**src/sac_consts.svh**
```systemverilog
// Function
// (RQ1) Each conversion yields a ten-bit unsigned result read as high and low bytes.
// (RQ2) A multiplexer selects one of up to sixteen analog inputs.
// (RQ3) Input above high reference saturates to high FFh, low 03h, no overflow flag.
// (RQ4) Input below low reference gives zero in both result bytes.
// (RQ5) Setting converter_on powers the converter and starts converting the selected channel.
// (RQ6) While converter_on stays set, conversions repeat back to back.
// (RQ7) Each completed conversion updates both result bytes and sets the completion flag.
// (RQ8) Reading the high result byte clears the completion flag.
// (RQ9) Software polls the flag, reads the low byte, then the high byte.
// (RQ10) Results are overwritten on completion; software reads both bytes before the next.
// (RQ11) For eight bits software polls the flag then reads only the high byte.
// (RQ12) Changing channel_select aborts the conversion, clears the flag, restarts on new channel.
// (RQ13) Clearing converter_on stops conversion and powers the converter down.
// (RQ14) Wait mode leaves converter operation unaffected.
// (RQ15) Halt mode disables the converter; results after wake-up need a settling interval.
// (RQ16) Software writes channel_select before starting a conversion.
// (RQ17) channel_select decodes as a plain binary index, zero to fifteen.
// (RQ18) Any write to the control/status register clears the completion flag; a same-cycle completion wins here except on a channel-change restart.
// (RQ19) High byte holds bits nine to two; low byte holds bits one, zero, rest zero.
// (RQ20) Each conversion samples first, then runs fixed successive-approximation steps.
// (RQ21) After reset: converter off, flag clear, channel zero, results zero.
`ifndef SAC_CONSTS_SVH
`define SAC_CONSTS_SVH

// =====================================================
// Control/status field positions
`define SAC_CSR_COMPLETE    7
`define SAC_CSR_SPEED       6
`define SAC_CSR_ON          5
`define SAC_CSR_CHAN_HI     3
`define SAC_CSR_CHAN_LO     0

// =====================================================
// Widths and reset values
`define SAC_RES_W           10
`define SAC_CHAN_W          4
`define SAC_CHAN_N          16
`define SAC_BYTE_RST        8'h00
`define SAC_CHAN_RST        4'h0
`define SAC_SEL_RST         16'h0000
`define SAC_RES_RST         10'h000
`define SAC_RES_FULL        10'h3ff
`define SAC_RES_MSB_CODE    10'h200
`define SAC_MSB_IDX         4'h9
`define SAC_LOW_PAD         6'h00

// =====================================================
// Timing counts
`define SAC_DIV_SLOW_LAST   2'h3
`define SAC_DIV_FAST_LAST   2'h1
`define SAC_SAMPLE_LAST     2'h2

`endif

```
**src/sac_pkg.sv**
```systemverilog
package sac_pkg;

  // =====================================================
  // Sequencer states
  typedef enum logic [1:0] {
    SAC_IDLE    = 2'b00,
    SAC_SAMPLE  = 2'b01,
    SAC_CONVERT = 2'b10
  } sac_state_e;

endpackage : sac_pkg

```
**src/sac_conv_ctrl.sv**
```systemverilog
`timescale 1ns/1ns
`include "sac_consts.svh"

module sac_conv_ctrl (
  // Clock and reset
  input  wire logic                  ref_clk,
  input  wire logic                  reset,
  // Control/status register access
  input  wire logic                  csr_wr,
  input  wire logic [7:0]            csr_wdata,
  input  wire logic                  result_high_rd,
  // Power mode
  input  wire logic                  halt_mode,
  // Analog front end
  input  wire logic                  cmp_above,
  input  wire logic                  above_high_reference,
  input  wire logic                  below_low_reference,
  // Control/status fields
  output logic                       conv_complete_q,
  output logic                       speed_q,
  output logic                       converter_on_q,
  output logic [`SAC_CHAN_W-1:0]     channel_select_q,
  // Result bytes
  output logic [7:0]                 result_high_byte_q,
  output logic [7:0]                 result_low_byte_q,
  // Converter drive
  output logic [`SAC_CHAN_N-1:0]     analog_input_select_q,
  output logic                       sample_hold_q,
  output logic                       converter_power_q,
  output logic [`SAC_RES_W-1:0]      dac_code_q
);

  // =====================================================
  // Channel decode
  function automatic logic [`SAC_CHAN_N-1:0] sac_chan_decode(input logic [`SAC_CHAN_W-1:0] idx);
    logic [`SAC_CHAN_N-1:0] sel;
    sel = `SAC_SEL_RST;
    sel[idx] = 1'b1;
    return sel;
  endfunction : sac_chan_decode

  // =====================================================
  // Internal signals
  sac_pkg::sac_state_e   state_q;
  logic [1:0]            samp_cnt_q;
  logic                  run;
  logic                  chan_change;
  logic                  restart;
  logic                  tick;
  logic                  sar_start;
  logic                  sar_abort;
  logic                  sar_done;
  logic [`SAC_RES_W-1:0] sar_result;
  logic [`SAC_CHAN_W-1:0] new_chan;
  logic                  new_on;

  assign new_chan    = csr_wdata[`SAC_CSR_CHAN_HI:`SAC_CSR_CHAN_LO];
  assign new_on      = csr_wdata[`SAC_CSR_ON];
  // Wait mode has no input here: conversion carries on
  assign run         = converter_on_q && !halt_mode; // RQ14 RQ15
  assign chan_change = csr_wr && (new_chan != channel_select_q); // RQ12
  assign restart     = chan_change && converter_on_q;
  assign sar_abort   = restart || !run; // RQ12 RQ13
  assign sar_start   = (state_q == sac_pkg::SAC_SAMPLE) && tick && (samp_cnt_q == `SAC_SAMPLE_LAST) && !sar_abort;

  // =====================================================
  // Converter clock divider
  sac_tick_gen u_tick (
    .ref_clk (ref_clk),
    .reset   (reset),
    .enable  (run && !restart),
    .speed   (speed_q),
    .tick_q  (tick)
  );

  // =====================================================
  // Successive approximation core
  sac_sar_core u_sar (
    .ref_clk    (ref_clk),
    .reset      (reset),
    .start      (sar_start),
    .abort      (sar_abort),
    .step       (tick),
    .cmp_above  (cmp_above),
    .force_high (above_high_reference),
    .force_low  (below_low_reference),
    .dac_code_q (dac_code_q),
    .result_q   (sar_result),
    .done_q     (sar_done)
  );

  // =====================================================
  // Control/status fields
  always_ff @(posedge ref_clk) begin
    if (reset) begin
      speed_q          <= 1'b0;
      converter_on_q   <= 1'b0; // RQ21
      channel_select_q <= `SAC_CHAN_RST;
    end else if (csr_wr) begin
      speed_q          <= csr_wdata[`SAC_CSR_SPEED];
      converter_on_q   <= new_on; // RQ5 RQ13
      channel_select_q <= new_chan;
    end
  end

  // =====================================================
  // Completion flag, set wins over clear except when a channel-change restart clears it
  always_ff @(posedge ref_clk) begin
    if (reset) begin
      conv_complete_q <= 1'b0;
    end else if (sar_done && !restart) begin
      conv_complete_q <= 1'b1; // RQ7
    end else if (csr_wr || result_high_rd) begin
      conv_complete_q <= 1'b0; // RQ8 RQ18 RQ12
    end
  end

  // =====================================================
  // Result bytes, overwritten on every completion not coinciding with a restart
  always_ff @(posedge ref_clk) begin
    if (reset) begin
      result_high_byte_q <= `SAC_BYTE_RST;
      result_low_byte_q  <= `SAC_BYTE_RST;
    end else if (sar_done && !restart) begin
      result_high_byte_q <= sar_result[9:2]; // RQ19 RQ10
      result_low_byte_q  <= {`SAC_LOW_PAD, sar_result[1:0]}; // RQ19
    end
  end

  // =====================================================
  // Input multiplexer and power
  always_ff @(posedge ref_clk) begin
    if (reset) begin
      analog_input_select_q <= `SAC_SEL_RST;
      converter_power_q     <= 1'b0;
    end else begin
      analog_input_select_q <= run ? sac_chan_decode(channel_select_q) : `SAC_SEL_RST; // RQ2 RQ17
      converter_power_q     <= run; // RQ5 RQ13 RQ15
    end
  end

  // =====================================================
  // Conversion sequencer
  always_ff @(posedge ref_clk) begin
    if (reset) begin
      state_q    <= sac_pkg::SAC_IDLE;
      samp_cnt_q <= 2'h0;
    end else if (!run) begin
      state_q    <= sac_pkg::SAC_IDLE; // RQ13
      samp_cnt_q <= 2'h0;
    end else if (restart) begin
      state_q    <= sac_pkg::SAC_SAMPLE; // RQ12
      samp_cnt_q <= 2'h0;
    end else begin
      unique case (state_q)
        sac_pkg::SAC_IDLE: begin
          state_q    <= sac_pkg::SAC_SAMPLE; // RQ5
          samp_cnt_q <= 2'h0;
        end
        sac_pkg::SAC_SAMPLE: begin
          if (sar_start) begin
            state_q <= sac_pkg::SAC_CONVERT; // RQ20
          end else if (tick) begin
            samp_cnt_q <= samp_cnt_q + 2'h1;
          end
        end
        sac_pkg::SAC_CONVERT: begin
          if (sar_done) begin
            state_q    <= sac_pkg::SAC_SAMPLE; // RQ6
            samp_cnt_q <= 2'h0;
          end
        end
        default: begin
          state_q    <= sac_pkg::SAC_IDLE;
          samp_cnt_q <= 2'h0;
        end
      endcase
    end
  end

  // =====================================================
  // Sample and hold drive
  always_ff @(posedge ref_clk) begin
    if (reset) begin
      sample_hold_q <= 1'b0;
    end else begin
      sample_hold_q <= run && !restart && (state_q == sac_pkg::SAC_SAMPLE) && !sar_start; // RQ20
    end
  end

  // =====================================================
  // Checks
  chk_done_sets_flag : assert property (@(posedge ref_clk) disable iff (reset) // RQ7
    (sar_done && !restart) |=> conv_complete_q)
    else $error("Completion did not set flag");

  chk_result_bytes : assert property (@(posedge ref_clk) disable iff (reset) // RQ19
    (sar_done && !restart) |=> (result_high_byte_q == $past(sar_result[9:2])
      && result_low_byte_q[1:0] == $past(sar_result[1:0])))
    else $error("Result bytes not updated");

  chk_low_pad_zero : assert property (@(posedge ref_clk) disable iff (reset) // RQ19
    result_low_byte_q[7:2] == `SAC_LOW_PAD)
    else $error("Low byte upper bits not zero");

  chk_high_read_clear : assert property (@(posedge ref_clk) disable iff (reset) // RQ8
    (result_high_rd && !sar_done) |=> !conv_complete_q)
    else $error("High read did not clear flag");

  chk_csr_write_clear : assert property (@(posedge ref_clk) disable iff (reset) // RQ18
    (csr_wr && !sar_done) |=> !conv_complete_q)
    else $error("Control write did not clear flag");

  chk_chan_restart : assert property (@(posedge ref_clk) disable iff (reset) // RQ12
    (restart && new_on && !halt_mode) |=> (state_q == sac_pkg::SAC_SAMPLE && samp_cnt_q == 2'h0
      && !conv_complete_q))
    else $error("Channel change did not restart");

  chk_off_powers_down : assert property (@(posedge ref_clk) disable iff (reset) // RQ13
    !run |=> (!converter_power_q && state_q == sac_pkg::SAC_IDLE && analog_input_select_q == `SAC_SEL_RST))
    else $error("Converter not stopped");

  chk_mux_select : assert property (@(posedge ref_clk) disable iff (reset) // RQ17
    run |=> analog_input_select_q == sac_chan_decode($past(channel_select_q)))
    else $error("Wrong input selected");

  chk_continuous : assert property (@(posedge ref_clk) disable iff (reset) // RQ6
    (sar_done && run && !restart) |=> ##[1:16] (sar_start || sar_abort))
    else $error("Next conversion did not start");

  chk_conv_length : assert property (@(posedge ref_clk) disable iff (reset) // RQ20
    sar_start |=> ##[19:44] (sar_done || sar_abort))
    else $error("Conversion length out of range");

  chk_reset_state : assert property (@(posedge ref_clk) // RQ21
    reset |=> (!converter_on_q && !conv_complete_q && channel_select_q == `SAC_CHAN_RST
      && result_high_byte_q == `SAC_BYTE_RST && result_low_byte_q == `SAC_BYTE_RST))
    else $error("Reset values wrong");

  chk_on_powers_up : assert property (@(posedge ref_clk) disable iff (reset) // RQ5
    (csr_wr && new_on) ##1 !halt_mode |=> converter_power_q)
    else $error("Converter not powered after enable");

  chk_halt_stops : assert property (@(posedge ref_clk) disable iff (reset) // RQ15
    halt_mode |=> (!converter_power_q && !sample_hold_q))
    else $error("Halt did not stop converter");

  chk_power_source : assert property (@(posedge ref_clk) disable iff (reset) // RQ13
    converter_power_q |-> ($past(converter_on_q) && !$past(halt_mode)))
    else $error("Converter powered while off");

  chk_mux_one_hot : assert property (@(posedge ref_clk) disable iff (reset) // RQ2
    converter_power_q |-> $onehot(analog_input_select_q))
    else $error("Input select not one hot");

  chk_select_off_idle : assert property (@(posedge ref_clk) disable iff (reset) // RQ13
    !converter_power_q |-> analog_input_select_q == `SAC_SEL_RST)
    else $error("Input selected while powered down");

  chk_hold_off_power : assert property (@(posedge ref_clk) disable iff (reset) // RQ13
    !converter_power_q |-> !sample_hold_q)
    else $error("Sampling while powered down");

  chk_tick_stopped : assert property (@(posedge ref_clk) disable iff (reset) // RQ13
    !run |=> !tick)
    else $error("Converter clock runs while stopped");

  chk_abort_clears : assert property (@(posedge ref_clk) disable iff (reset) // RQ12
    restart |=> (!sar_done && dac_code_q == `SAC_RES_RST))
    else $error("Restart did not abort conversion");

  chk_fields_hold : assert property (@(posedge ref_clk) disable iff (reset) // RQ12
    !csr_wr |=> ($stable(channel_select_q) && $stable(converter_on_q)))
    else $error("Control fields changed without write");

  chk_flag_holds : assert property (@(posedge ref_clk) disable iff (reset) // RQ7
    (conv_complete_q && !csr_wr && !result_high_rd) |=> conv_complete_q)
    else $error("Completion flag lost");

  chk_flag_source : assert property (@(posedge ref_clk) disable iff (reset) // RQ7
    $rose(conv_complete_q) |-> ($past(sar_done) && !$past(restart)))
    else $error("Completion flag set without completion");

  chk_results_stable : assert property (@(posedge ref_clk) disable iff (reset) // RQ10
    !(sar_done && !restart) |=> ($stable(result_high_byte_q) && $stable(result_low_byte_q)))
    else $error("Result bytes changed without completion");

  chk_done_in_convert : assert property (@(posedge ref_clk) disable iff (reset) // RQ6
    sar_done |-> state_q == sac_pkg::SAC_CONVERT)
    else $error("Completion outside conversion");

  chk_next_sample : assert property (@(posedge ref_clk) disable iff (reset) // RQ6
    (sar_done && run && !restart) |=> state_q == sac_pkg::SAC_SAMPLE)
    else $error("No sample phase after completion");

  chk_start_leaves_sample : assert property (@(posedge ref_clk) disable iff (reset) // RQ20
    sar_start |=> (state_q == sac_pkg::SAC_CONVERT && !sample_hold_q))
    else $error("Sampling continued into conversion");

  chk_hold_in_convert : assert property (@(posedge ref_clk) disable iff (reset) // RQ20
    state_q != sac_pkg::SAC_SAMPLE |-> !sample_hold_q)
    else $error("Sampling outside sample phase");

  chk_msb_first : assert property (@(posedge ref_clk) disable iff (reset) // RQ20
    sar_start |=> dac_code_q == `SAC_RES_MSB_CODE)
    else $error("First trial code wrong");

endmodule : sac_conv_ctrl

```
**src/sac_tick_gen.sv**
```systemverilog
`timescale 1ns/1ns
`include "sac_consts.svh"

module sac_tick_gen (
  // Clock and reset
  input  wire logic ref_clk,
  input  wire logic reset,
  // Control
  input  wire logic enable,
  input  wire logic speed,
  // Converter clock tick
  output logic      tick_q
);

  logic [1:0] cnt_q;
  logic [1:0] last;

  assign last = speed ? `SAC_DIV_FAST_LAST : `SAC_DIV_SLOW_LAST;

  // =====================================================
  // Divider
  always_ff @(posedge ref_clk) begin
    if (reset || !enable) begin
      cnt_q  <= 2'h0;
      tick_q <= 1'b0;
    end else if (cnt_q == last) begin
      cnt_q  <= 2'h0;
      tick_q <= 1'b1;
    end else begin
      cnt_q  <= cnt_q + 2'h1;
      tick_q <= 1'b0;
    end
  end

  chk_tick_spacing : assert property (@(posedge ref_clk) disable iff (reset)
    tick_q |=> !tick_q) else $error("Tick not single cycle");

endmodule : sac_tick_gen

```
**src/sac_sar_core.sv**
```systemverilog
`timescale 1ns/1ns
`include "sac_consts.svh"

module sac_sar_core (
  // Clock and reset
  input  wire logic                  ref_clk,
  input  wire logic                  reset,
  // Sequencing
  input  wire logic                  start,
  input  wire logic                  abort,
  input  wire logic                  step,
  // Comparator and range detect
  input  wire logic                  cmp_above,
  input  wire logic                  force_high,
  input  wire logic                  force_low,
  // Results
  output logic [`SAC_RES_W-1:0]      dac_code_q,
  output logic [`SAC_RES_W-1:0]      result_q,
  output logic                       done_q
);

  logic       busy_q;
  logic [3:0] idx_q;
  logic [`SAC_RES_W-1:0] final_code;

  always_comb begin
    final_code = dac_code_q;
    final_code[0] = cmp_above;
  end

  // =====================================================
  // Bit trials
  always_ff @(posedge ref_clk) begin
    if (reset || abort) begin
      busy_q     <= 1'b0;
      idx_q      <= 4'h0;
      dac_code_q <= `SAC_RES_RST;
    end else if (start) begin
      busy_q     <= 1'b1;
      idx_q      <= `SAC_MSB_IDX;
      dac_code_q <= `SAC_RES_MSB_CODE; // RQ20
    end else if (busy_q && step) begin
      dac_code_q[idx_q] <= cmp_above;
      if (idx_q != 4'h0) begin
        dac_code_q[idx_q - 4'h1] <= 1'b1;
        idx_q <= idx_q - 4'h1;
      end else begin
        busy_q <= 1'b0;
      end
    end
  end

  // =====================================================
  // Result with saturation
  always_ff @(posedge ref_clk) begin
    if (reset || abort) begin
      done_q   <= 1'b0;
      result_q <= `SAC_RES_RST;
    end else if (busy_q && step && idx_q == 4'h0) begin
      done_q <= 1'b1;
      if (force_high)
        result_q <= `SAC_RES_FULL; // RQ3
      else if (force_low)
        result_q <= `SAC_RES_RST; // RQ4
      else
        result_q <= final_code; // RQ1
    end else begin
      done_q <= 1'b0;
    end
  end

  chk_sat_high : assert property (@(posedge ref_clk) disable iff (reset) // RQ3
    (busy_q && step && idx_q == 4'h0 && force_high && !abort) |=> result_q == `SAC_RES_FULL)
    else $error("No saturation above high reference");

  chk_sat_low : assert property (@(posedge ref_clk) disable iff (reset) // RQ4
    (busy_q && step && idx_q == 4'h0 && force_low && !force_high && !abort) |=> result_q == `SAC_RES_RST)
    else $error("No zero below low reference");

endmodule : sac_sar_core

```
**config.mk**
```make
export PLATFORM = sky130hd
export DESIGN_NAME = sac_conv_ctrl
export DESIGN_NICKNAME = d
export VERILOG_FILES = /design/src/sac_pkg.sv /design/src/sac_conv_ctrl.sv /design/src/sac_tick_gen.sv /design/src/sac_sar_core.sv
export VERILOG_INCLUDE_DIRS = /design/src
export SDC_FILE = /design/constraint.sdc
export NUM_CORES = 1
export LEC_CHECK = 0
export ABC_AREA = 1
export BUFFER_PORTS_ARGS = -buffer_cell sky130_fd_sc_hd__buf_2
export CORE_MARGIN = 2
export CORE_UTILIZATION = 53
export DETAILED_ROUTE_END_ITERATION = 16
export GPL_ROUTABILITY_DRIVEN = 0
export PLACE_DENSITY_LB_ADDON = 0.3
export SYNTH_ARGS = -nofsm -noshare
export SYNTH_HDL_FRONTEND = slang
export SYNTH_SLANG_ARGS = --single-unit
```
**constraint.sdc**
```tcl
create_clock -name ref_clk -period 1.7 [get_ports ref_clk]
set_input_delay 0.34 -clock ref_clk [delete_from_list [all_inputs] [get_ports ref_clk]]
set_output_delay 0.34 -clock ref_clk [all_outputs]
set_load 0.02 [all_outputs]
```
==> impl_results.rst, run 1 <==
.. list-table::
   :header-rows: 1

   * - Metric
     - Value
   * - Result of the run
     - completed
   * - Clock edge transition at the registers on the reported setup and hold paths
     - 80 ps
   * - Final worst-path cycle share
     - 93.4%
   * - Kind of path behind the tightest hold check
     - input port to flip-flop
   * - Grt ovf
     - 0
   * - Number of instances in the synthesized netlist
     - 389
   * - Via count of the first global-routing pass
     - 2338
   * - Net switching power figure
     - 0.767 mW
   * - Residual antenna-violating net count after detailed routing
     - 0
   * - Antenna violations before repair
     - 0
   * - Worst EP required
     - 1960 ps
   * - Pin count of the biggest net entering global routing
     - 19
   * - Highest-delay cell along the critical path
     - dfxtp_1
   * - Share of async-settable or async-resettable flops after synthesis
     - 0%
   * - Number of enable flip-flop cells after synthesis
     - 0
   * - Final count of negative-setup-slack endpoints
     - 0
   * - Combinational cell fraction of total power
     - 4.9%
   * - Diode insertion count for antenna repair
     - 0
   * - Final Core Density
     - 68.0%
   * - Post-layout power
     - 3.30 mW
   * - Warning count from the yosys run
     - 0
   * - GR Util All Layers
     - 21.8%
   * - Routed via count divided by cell count
     - 4.95
   * - Die W
     - 77.7 um
   * - Core area
     - 0.00517 mm^2
   * - Yosys cell types
     - 31
   * - Share of cells above drive strength 1
     - 23.8%
   * - 1st-pass router iterations
     - 4
   * - Internal power summed over all cells
     - 2.53 mW
   * - Leading cell type by number of instances after synthesis
     - nand2_1
   * - Static power due to leakage
     - 1.60 nW
   * - Total number of vias
     - 2635
   * - Class of the most critical setup path
     - flip-flop to flip-flop
   * - FP Rows
     - 26
   * - Clk_lat worst skew
     - 340 ps
   * - CTS tree
     - yes
   * - Switching share of power
     - 23.2%
   * - Hold Fails Final Rpt
     - 0
   * - Total negative setup slack
     - 0 ps
   * - First DRT Iteration DRCs
     - 161
   * - Initial cell density of the core
     - 55.7%
   * - Post-route DRC
     - 0
   * - Post-synth top area cell
     - dfxtp_1
   * - RSZ-0062 raised after global routing
     - false
   * - Delay contributed by the slowest stage of the critical path
     - 330 ps
   * - Peak ir drop on the vdd network
     - 511 uV
   * - Sequential fraction of the synthesis area
     - 47.2%
   * - #FFs+latches synth
     - 68
   * - Crit path max fanout
     - 13
   * - Cell area after placement
     - 0.00327 mm^2
   * - Detail Placement HPWL
     - 4420 um
   * - Area grow syn2layout
     - 22.1%
   * - Power density normalized to cell area
     - 939 mW/mm^2
   * - Fraction of synthesized cell area taken by the top area cell type
     - 47.2%
   * - Floorplan die height
     - 77.7 um
   * - Final Skew
     - 10.3 ps
   * - Num Clock Sinks
     - 68
   * - Top cells by area, synth
     - dfxtp_1 (47%), nand2_1 (11%), a21oi_1 (6.3%)
   * - Global-route wire length before repair
     - 10600 um
   * - Nature of the critical path endpoint
     - flip-flop
   * - Total non-filler cell area in the finished layout
     - 0.00352 mm^2
   * - Ordered cell list for the critical path
     - inv_1, ha_1, nand2_1, nor2_1, inv_1, nand2_1, a21oi_1
   * - Worst Hold Margin
     - 266 ps
   * - Count of pins on the block boundary
     - 67
   * - Maximum achievable frequency
     - 0.630 GHz
   * - Clock root buffer master
     - clkbuf_8
   * - Kind of launch point of the worst setup path
     - flip-flop
   * - Seq pwr share
     - 49.1%
   * - Top FF cell, synth
     - dfxtp_1
   * - Clock share of power
     - 46.0%
   * - Average instance area after synthesis
     - 7.41 um^2
   * - Final Max Slew Viols
     - 0
   * - Count of hold-fix buffers inserted at cts
     - 0
   * - Minimum clock period after layout
     - 1590 ps
   * - Max-capacitance violation count
     - 0
   * - Post-synthesis instance area
     - 0.00288 mm^2
   * - Average wire per cell in the routed design
     - 11.8 um
   * - List of most frequent post-synthesis cells
     - nand2_1 (87), dfxtp_1 (68), inv_1 (44)
   * - Setup Fix Bufs, Post-CTS
     - 0
   * - Nets
     - 479
   * - Number of CTS-inserted buffers
     - 9
   * - Routed WL
     - 6260 um
   * - Level count of the clock H-tree
     - 3
   * - Port-buffer cells
     - 58
   * - DIE AREA
     - 0.00604 mm^2
   * - Clock Path Buffers
     - 2
   * - Worst path arrival time
     - 1850 ps
[repair_timing]
item,CTS,global route
endpoints found under the hold margin,0,0
gates resized for setup,0,3
endpoints found under the setup margin,0,3
[cells in the final DEF, fill, tap and decap left out, types with 2 or more instances in the layout]
cell       Yosys  routed
nand3b_1       2       2
a21oi_1       36      36
nand2_2        1       2
nor2_2         7       8
nand3_1       27      27
inv_1         44      44
a21oi_2        4       4
nor2_1        39      38
buf_2          4      58
conb_1         1       6
or2_1          2       2
o21ai_0       26      26
bufinv_16      0       2
clkbuf_8       0      10
or2_2          3       3
nor3_1         4       3
nand2_1       87      86
buf_4          6      10
clkinv_4       0       3
ha_1           6       6
inv_2          4       4
nand4_1        2       2
nand2_4        2       2
dfxtp_1       68      68
[logic make-up (layout without fill, tap and decap cells)]
family	Yosys count	in the layout	share of synthesized area, %
and+or+nand+nor	178	178	27.0
AOI/OAI and AO/OA	70	70	13.1
DFF	68	68	47.2
buffers and inverters	65	133	9.68
adders and majority gates	6	6	2.61
other	1	6	0.130
xor gates and xnor gates	1	1	0.304
[stage by stage]
| stage | worst slack, ps | std cells |
|---|---|---|
| floorplan | 156 | 394 |
| global placement | 92.1 | 516 |
| detailed placement | 2.40 | 516 |
| CTS | 43.9 | 532 |
| global route | 9.93 | 532 |
| finish | 112 | 532 |
[routing by layer]
metal / vias to the layer above / part of all wire [%] / GRT usage, % / wire [um]
met5: - / 0 / 0 / 0
met4: 0 / 0.59 / 5.71 / 37
met3: 7 / 6.1 / 5.81 / 379
met2: 98 / 50 / 37.8 / 3100
met1: 1168 / 44 / 26.7 / 2740
li1: 1362 / - / - / -
[power groups by stage]
stage	Combinational [mW]	Sequential, mW	Clock (mW)
2_1_floorplan	0.106	1.67	0
3_3_place_gp	0.158	1.66	0
3_5_place_dp	0.161	1.66	0
4_1_cts	0.162	1.62	1.53
5_1_grt	0.182	1.62	1.62
6_report	0.163	1.62	1.52
[layout make-up]
class                   instances  area [um^2]
clock buffers                  10          138
clock inverters                 6         95.1
fillers                       432         1660
inverters                      48          180
multi-input cells             261         1270
flip-flops and latches         68         1360
well taps                      70         87.6
repair buffers                 69          385
[registers in the layout, summed over array words and instances (netlist names), 2 cells and up]
signal,count
analog_input_select_q,16
u_sar.dac_code_q,10
u_sar.result_q,10
result_high_byte_q,8
channel_select_q,4
u_sar.idx_q,4
result_low_byte_q,2
samp_cnt_q,2
state_q,2
u_tick.cnt_q,2
[critical path: cells and delay by family (launching register included)]
kind                       cells  cell delay [ps]
AOI/OAI and AO/OA              1              180
adders and majority gates      1              280
buffers and inverters          2              380
DFF                            1              330
and+or+nand+nor                3              350
[path summary, 6_finish.rpt]
path                                                  start  slack, ps                               end  cells after the start
worst max register to register  u_sar.idx_q[0]$_SDFFE_PP0P_        110    u_sar.result_q[7]$_SDFFE_PP0P_                      7
worst min register to register   u_tick.cnt_q[0]$_SDFF_PP0_        450        u_tick.cnt_q[0]$_SDFF_PP0_                      1
worst max-delay path            u_sar.idx_q[0]$_SDFFE_PP0P_        110    u_sar.result_q[7]$_SDFFE_PP0P_                      7
worst min-delay path                           csr_wdata[2]        270  channel_select_q[2]$_SDFFE_PP0P_                      3
No activity file was read; power rests on OpenSTA's default activity.
==> inputs of run 2 (changes only) <==
CORE_UTILIZATION = 48   (was 53)
clock period = 1.4 ns   (was 1.7 ns; I/O delays follow)
==> run 2 against run 1 <==
Net effect:
- the run now ends with setup timing left
- first-iteration DRC count is 32% lower
- total power is 16% higher
- setup slack worse by 150 ps
- core utilization is 0.59 points lower
- via count is 5.2% higher
- combinational power is 68% higher
- clock skew is 4.6 ps lower
- design area is 12% higher
- hold slack worse by 54 ps
- largest cell class is now multi-input combinational cells
- cell count is 6.6% higher
- global-route usage is 0.63 points lower
- critical path type unchanged
==> impl_results.rst, run 2 (synthesis gave the netlist of run 1 again) <==
.. list-table::
   :header-rows: 1

   * - Metric
     - Value
   * - Result of the run
     - finished with violations
   * - Failing checks
     - setup timing
   * - GR Util All Layers
     - 21.2%
   * - Count of cell instances traversed by the critical path
     - 10
   * - 1st-pass router iterations
     - 4
   * - Highest-delay cell along the critical path
     - dfxtp_4
   * - Area grow syn2layout
     - 36.9%
   * - Total number of vias
     - 2771
   * - Final worst-path cycle share
     - 102%
   * - Delay contributed by the slowest stage of the critical path
     - 360 ps
   * - Worst path arrival time
     - 1710 ps
   * - Diode insertion count for antenna repair
     - 0
   * - Commonest cells after routing, fill and taps aside
     - nand2_1 (80), dfxtp_1 (61), buf_2 (56), inv_1 (38), buf_4 (36)
   * - Cell family with most CP delay
     - simple AND/OR/NAND/NOR gates
   * - Clk_lat worst skew
     - 340 ps
   * - Worst reg-to-reg path cell count
     - 10
   * - Level count of the clock H-tree
     - 3
   * - Count of pins on the block boundary
     - 67
   * - Post-route DRC
     - 0
   * - Num Clock Sinks
     - 68
   * - R2R Path End
     - u_sar.idx_q[2]$_SDFFE_PP0P_
   * - Die W
     - 81.5 um
   * - Crit path max fanout
     - 5
   * - Worst Hold Margin
     - 212 ps
   * - Cell area after placement
     - 0.00348 mm^2
   * - Area of the multi-input gates
     - 0.00142 mm^2
   * - Crit path launch
     - channel_select_q[2]$_SDFFE_PP0P_
   * - Final Max Slew Viols
     - 0
   * - Worst EP required
     - 1680 ps
   * - Floorplan die height
     - 81.5 um
   * - Kind of launch point of the worst setup path
     - flip-flop
   * - Detail Placement HPWL
     - 4760 um
   * - Top reg by flops
     - analog_input_select_q
   * - Startpoint of the worst register-to-register path
     - channel_select_q[2]$_SDFFE_PP0P_
   * - Kind of path behind the tightest hold check
     - input port to flip-flop
   * - Most frequent cell on the critical path
     - nand2_2
   * - CTS tree
     - yes
   * - Commonest non-fill, non-tap cell in the layout
     - nand2_1
   * - Share of cells above drive strength 1
     - 35.6%
   * - Minimum setup slack among reg-to-reg paths
     - -30 ps
   * - Pre-CTS setup slack
     - -65.6 ps
   * - Via count of the first global-routing pass
     - 2523
   * - Total buffers and inverters traversed by the critical path
     - 2
   * - Hold Fails Final Rpt
     - 0
   * - Clock edge transition at the registers on the reported setup and hold paths
     - 70 ps
   * - Number of CTS-inserted buffers
     - 9
   * - Max-capacitance violation count
     - 0
   * - Final Skew
     - 5.74 ps
   * - Pin count of the biggest net entering global routing
     - 19
   * - Antenna violations before repair
     - 0
   * - Nature of the critical path endpoint
     - flip-flop
   * - FP Rows
     - 28
   * - Registers with the most flip-flops
     - analog_input_select_q (16), u_sar.dac_code_q (10), u_sar.result_q (10)
   * - Routed via count divided by cell count
     - 4.89
   * - Grt ovf
     - 0
   * - Global-route wire length before repair
     - 10800 um
   * - Slack of the critical path
     - -33.4 ps
   * - Final count of negative-setup-slack endpoints
     - 9
   * - Initial cell density of the core
     - 49.3%
   * - Total non-filler cell area in the finished layout
     - 0.00394 mm^2
   * - Residual antenna-violating net count after detailed routing
     - 0
   * - First DRT Iteration DRCs
     - 109
   * - Power density normalized to cell area
     - 970 mW/mm^2
   * - Clock root buffer master
     - clkbuf_8
   * - Sequential standard cell area
     - 0.00138 mm^2
   * - Port-buffer cells
     - 58
   * - Ordered cell list for the critical path
     - inv_2, nand2_2, nand2_2, nor2_2, nand2_2, nand2_4, nand2_4, or2_4, buf_12, a21oi_2
   * - Filler cells
     - 489
   * - Average wire per cell in the routed design
     - 12.1 um
   * - Peak ir drop on the vdd network
     - 720 uV
   * - Nets
     - 510
   * - Endpoint of the worst setup timing path
     - u_sar.idx_q[2]$_SDFFE_PP0P_
   * - Core area
     - 0.00585 mm^2
   * - Maximum achievable frequency
     - 0.698 GHz
   * - Clock Path Buffers
     - 2
   * - DIE AREA
     - 0.00664 mm^2
   * - RSZ-0062 raised after global routing
     - true
   * - Routed WL
     - 6890 um
   * - Static power due to leakage
     - 1.79 nW
   * - Flip-flop count of the largest register, all copies and words added
     - 16
   * - Minimum clock period after layout
     - 1430 ps
   * - Class of the most critical setup path
     - flip-flop to flip-flop
==> run 2: power breakdown <==
group	leakage (nW)	internal, mW	switching (mW)
clock network	0.0914	0.859	0.732
registers	0.553	1.95	0.0147
logic	1.15	0.111	0.162
total	1.79	2.92	0.910
==> run 2: how the worst min path moves through the flow <==
stage	slack [ps]	startpoint	endpoint	cells after the start
global route	200	result_high_rd	conv_complete_q$_SDFFE_PP0P_	3
global placement	420	u_tick.cnt_q[0]$_SDFF_PP0_	u_tick.cnt_q[0]$_SDFF_PP0_	1
finish	210	csr_wdata[0]	channel_select_q[0]$_SDFFE_PP0P_	3
CTS	200	csr_wdata[0]	channel_select_q[0]$_SDFFE_PP0P_	3
floorplan	350	reset	result_high_byte_q[7]$_SDFFE_PP0P_	1
detailed placement	440	u_tick.cnt_q[0]$_SDFF_PP0_	u_tick.cnt_q[0]$_SDFF_PP0_	1
==> run 2: layout make-up <==
cell class / instances / share of cell area, %
Clock buffer: 11 / 3.59
Multi-Input combinational cell: 261 / 36.0
Clock inverter: 4 / 1.27
Timing Repair Buffer: 100 / 17.0
Inverter: 48 / 4.63
Sequential cell: 68 / 35.1
Tap cell: 75 / 2.38
==> run 2: per-stage QoR <==
step | TNS (ps) | utilization, % | power [mW] | std cells
2_1_floorplan | -124 | - | 2.16 | 394
3_3_place_gp | -202 | 59.5 | 2.24 | 543
3_5_place_dp | -596 | 59.5 | 2.24 | 543
4_1_cts | -19.4 | 63.8 | 3.82 | 561
5_1_grt | -1270 | 67.4 | 3.97 | 567
6_report | -173 | 67.4 | 3.83 | 567
==> run 2: worst register-to-register path, cell delays in order, from the launching register on <==
cell     delay (ps)
dfxtp_4         360
inv_2            40
nand2_2          60
nand2_2          50
nor2_2          110
nand2_2          70
nand2_4         110
nand2_4          60
or2_4           260
buf_12          150
a21oi_2         100
==> run 2: what timing repair did <==
item	in CTS	in global routing
gates cloned	0	1
pin swaps	0	4
hold buffers	0	0
setup buffers	3	5
setup endpoints to repair	25	39
resized for setup	13	41
==> run 2: routing by layer <==
layer,GRT usage (%),share of wire [%]
met5,0,0
met4,6.95,1.2
met3,6.26,6.0
met2,35.8,47
met1,25.8,45
==> inputs of run 3 (changes only) <==
REMOVE_ABC_BUFFERS = 1   (was unset)
==> run 3 against run 2 <==
Net effect:
- largest cell class unchanged
- combinational power down 2%
- critical endpoint is now u_sar.dac_code_q[6]$_SDFFE_PP0P_
- the flow now finishes without violations
- cell count up 1.4%
- core utilization down 0.064 points
- flip-flop and latch count unchanged
==> impl_results.rst, run 3 (synthesis gave the netlist of run 1 again) <==
.. list-table::
   :header-rows: 1

   * - Metric
     - Value
   * - Filler cells
     - 486
   * - Power density normalized to cell area
     - 992 mW/mm^2
   * - Registers with the most flip-flops
     - analog_input_select_q (16), u_sar.dac_code_q (10), u_sar.result_q (10)
   * - Average wire per cell in the routed design
     - 11.9 um
   * - Clock Path Buffers
     - 2
   * - Worst EP required
     - 1640 ps
   * - Post-route DRC
     - 0
   * - Kind of launch point of the worst setup path
     - flip-flop
   * - Antenna violations before repair
     - 0
   * - Class of the most critical setup path
     - flip-flop to flip-flop
   * - Static power due to leakage
     - 1.81 nW
   * - Nets
     - 517
   * - Count of non-filler cells in the finished layout
     - 575
   * - Worst path arrival time
     - 1600 ps
   * - Level count of the clock H-tree
     - 3
   * - Initial cell density of the core
     - 49.3%
   * - Grt ovf
     - 0
   * - Commonest non-fill, non-tap cell in the layout
     - nand2_1
   * - Number of CTS-inserted buffers
     - 9
   * - Num Clock Sinks
     - 68
   * - Kind of path behind the tightest hold check
     - input port to flip-flop
   * - Detail Placement HPWL
     - 4880 um
   * - Port-buffer cells
     - 58
   * - Top reg by flops
     - analog_input_select_q
   * - FP Rows
     - 28
   * - Crit path max fanout
     - 4
   * - CTS tree
     - yes
   * - Minimum clock period after layout
     - 1360 ps
   * - Max-capacitance violation count
     - 0
   * - Count of pins on the block boundary
     - 67
   * - Result of the run
     - completed
   * - Post-layout power
     - 3.91 mW
   * - First DRT Iteration DRCs
     - 154
   * - Floorplan die height
     - 81.5 um
   * - Commonest cells after routing, fill and taps aside
     - nand2_1 (81), dfxtp_1 (61), buf_2 (57), buf_4 (46), inv_1 (38)
   * - DIE AREA
     - 0.00664 mm^2
   * - Clock edge transition at the registers on the reported setup and hold paths
     - 70 ps
   * - RSZ-0062 raised after global routing
     - true
   * - 1st-pass router iterations
     - 5
   * - Maximum achievable frequency
     - 0.734 GHz
   * - Global-route wire length before repair
     - 11000 um
   * - Diode insertion count for antenna repair
     - 0
   * - Die W
     - 81.5 um
   * - Final count of negative-setup-slack endpoints
     - 0
   * - Worst Hold Margin
     - 226 ps
   * - Clk_lat worst skew
     - 340 ps
   * - Peak ir drop on the vdd network
     - 690 uV
   * - Final worst-path cycle share
     - 97.4%
   * - Final Max Slew Viols
     - 0
   * - Total negative setup slack
     - 0 ps
   * - GR Util All Layers
     - 21.6%
   * - Final Skew
     - 8.71 ps
   * - Core area
     - 0.00585 mm^2
   * - Clock root buffer master
     - clkbuf_8
   * - Total number of vias
     - 2774
   * - Number of cells in the design after placement
     - 557
   * - Via count of the first global-routing pass
     - 2438
   * - Routed via count divided by cell count
     - 4.82
   * - Count of hold-fix buffers inserted at cts
     - 0
   * - Share of cells above drive strength 1
     - 37.0%
   * - Nature of the critical path endpoint
     - flip-flop
   * - Residual antenna-violating net count after detailed routing
     - 0
   * - Pin count of the biggest net entering global routing
     - 19
   * - Hold Fails Final Rpt
     - 0
   * - Area grow syn2layout
     - 36.7%
   * - Routed WL
     - 6860 um
   * - Flip-flop count of the largest register, all copies and words added
     - 16
==> run 3: cell count changes in the layout (fill, tap and decap cells not counted), sizes merged <==
| cell | change |
|---|---|
| buf | +8 |
| clkbuf | -1 |
| inv | +1 |
==> run 3: final timing paths <==
path,from,end,slack [ps],depth (start not counted)
setup / recovery,u_sar.idx_q[0]$_SDFFE_PP0P_,u_sar.dac_code_q[6]$_SDFFE_PP0P_,40,8
hold / removal,csr_wdata[5],converter_on_q$_SDFFE_PP0P_,230,3
hold reg to reg,result_low_byte_q[1]$_SDFFE_PP0P_,result_low_byte_q[1]$_SDFFE_PP0P_,460,2
setup reg to reg,u_sar.idx_q[0]$_SDFFE_PP0P_,u_sar.dac_code_q[6]$_SDFFE_PP0P_,40,8
==> run 3: stage by stage <==
stage                     worst slack (ps)  instance area, um^2  util (%)
after floorplan                       -384                 2800         -
after global placement                -106                 3550      60.7
after detailed placement              -134                 3550      60.7
after CTS                             3.02                 3830      65.5
after global routing                 -61.1                 3940      67.3
final                                 36.9                 3940      67.3
==> run 3: cell type report <==
class	instances	area, um^2	area share [%]
Tap cell	75	93.8	2.38
Multi-Input combinational cell	261	1410	35.7
Sequential cell	68	1370	34.8
Clock buffer	11	151	3.84
Timing Repair Buffer	107	676	17.1
Clock inverter	5	58.8	1.49
Inverter	48	180	4.57
==> run 3: power breakdown <==
group,internal [mW],switching [mW],leakage [nW]
registers,1.95,0.0136,0.552
clock network,0.923,0.756,0.102
logic,0.110,0.157,1.16
total,2.98,0.927,1.81
==> run 3: worst max-delay path, cell delays in order, from the launching register on <==
cell     delay (ps)
dfxtp_2         330
buf_4           150
nor2_4          130
nand3_2         140
nand2_4         130
nor2_4           40
buf_4           130
a21oi_1         140
nor2_2           50
==> run 3: per-layer routing <==
layer	vias to the layer above	GRT usage (%)	share of wire, %
li1	1436	-	-
met1	1261	26.1	42
met2	69	37.2	51
met3	8	5.05	4.8
met4	0	8.31	1.4
met5	-	0	0
==> run 3: what timing repair did <==
item,in CTS,in global routing
endpoints found under the setup margin,38,40
pin swaps,2,12
setup buffers,2,1
resized for setup,24,37
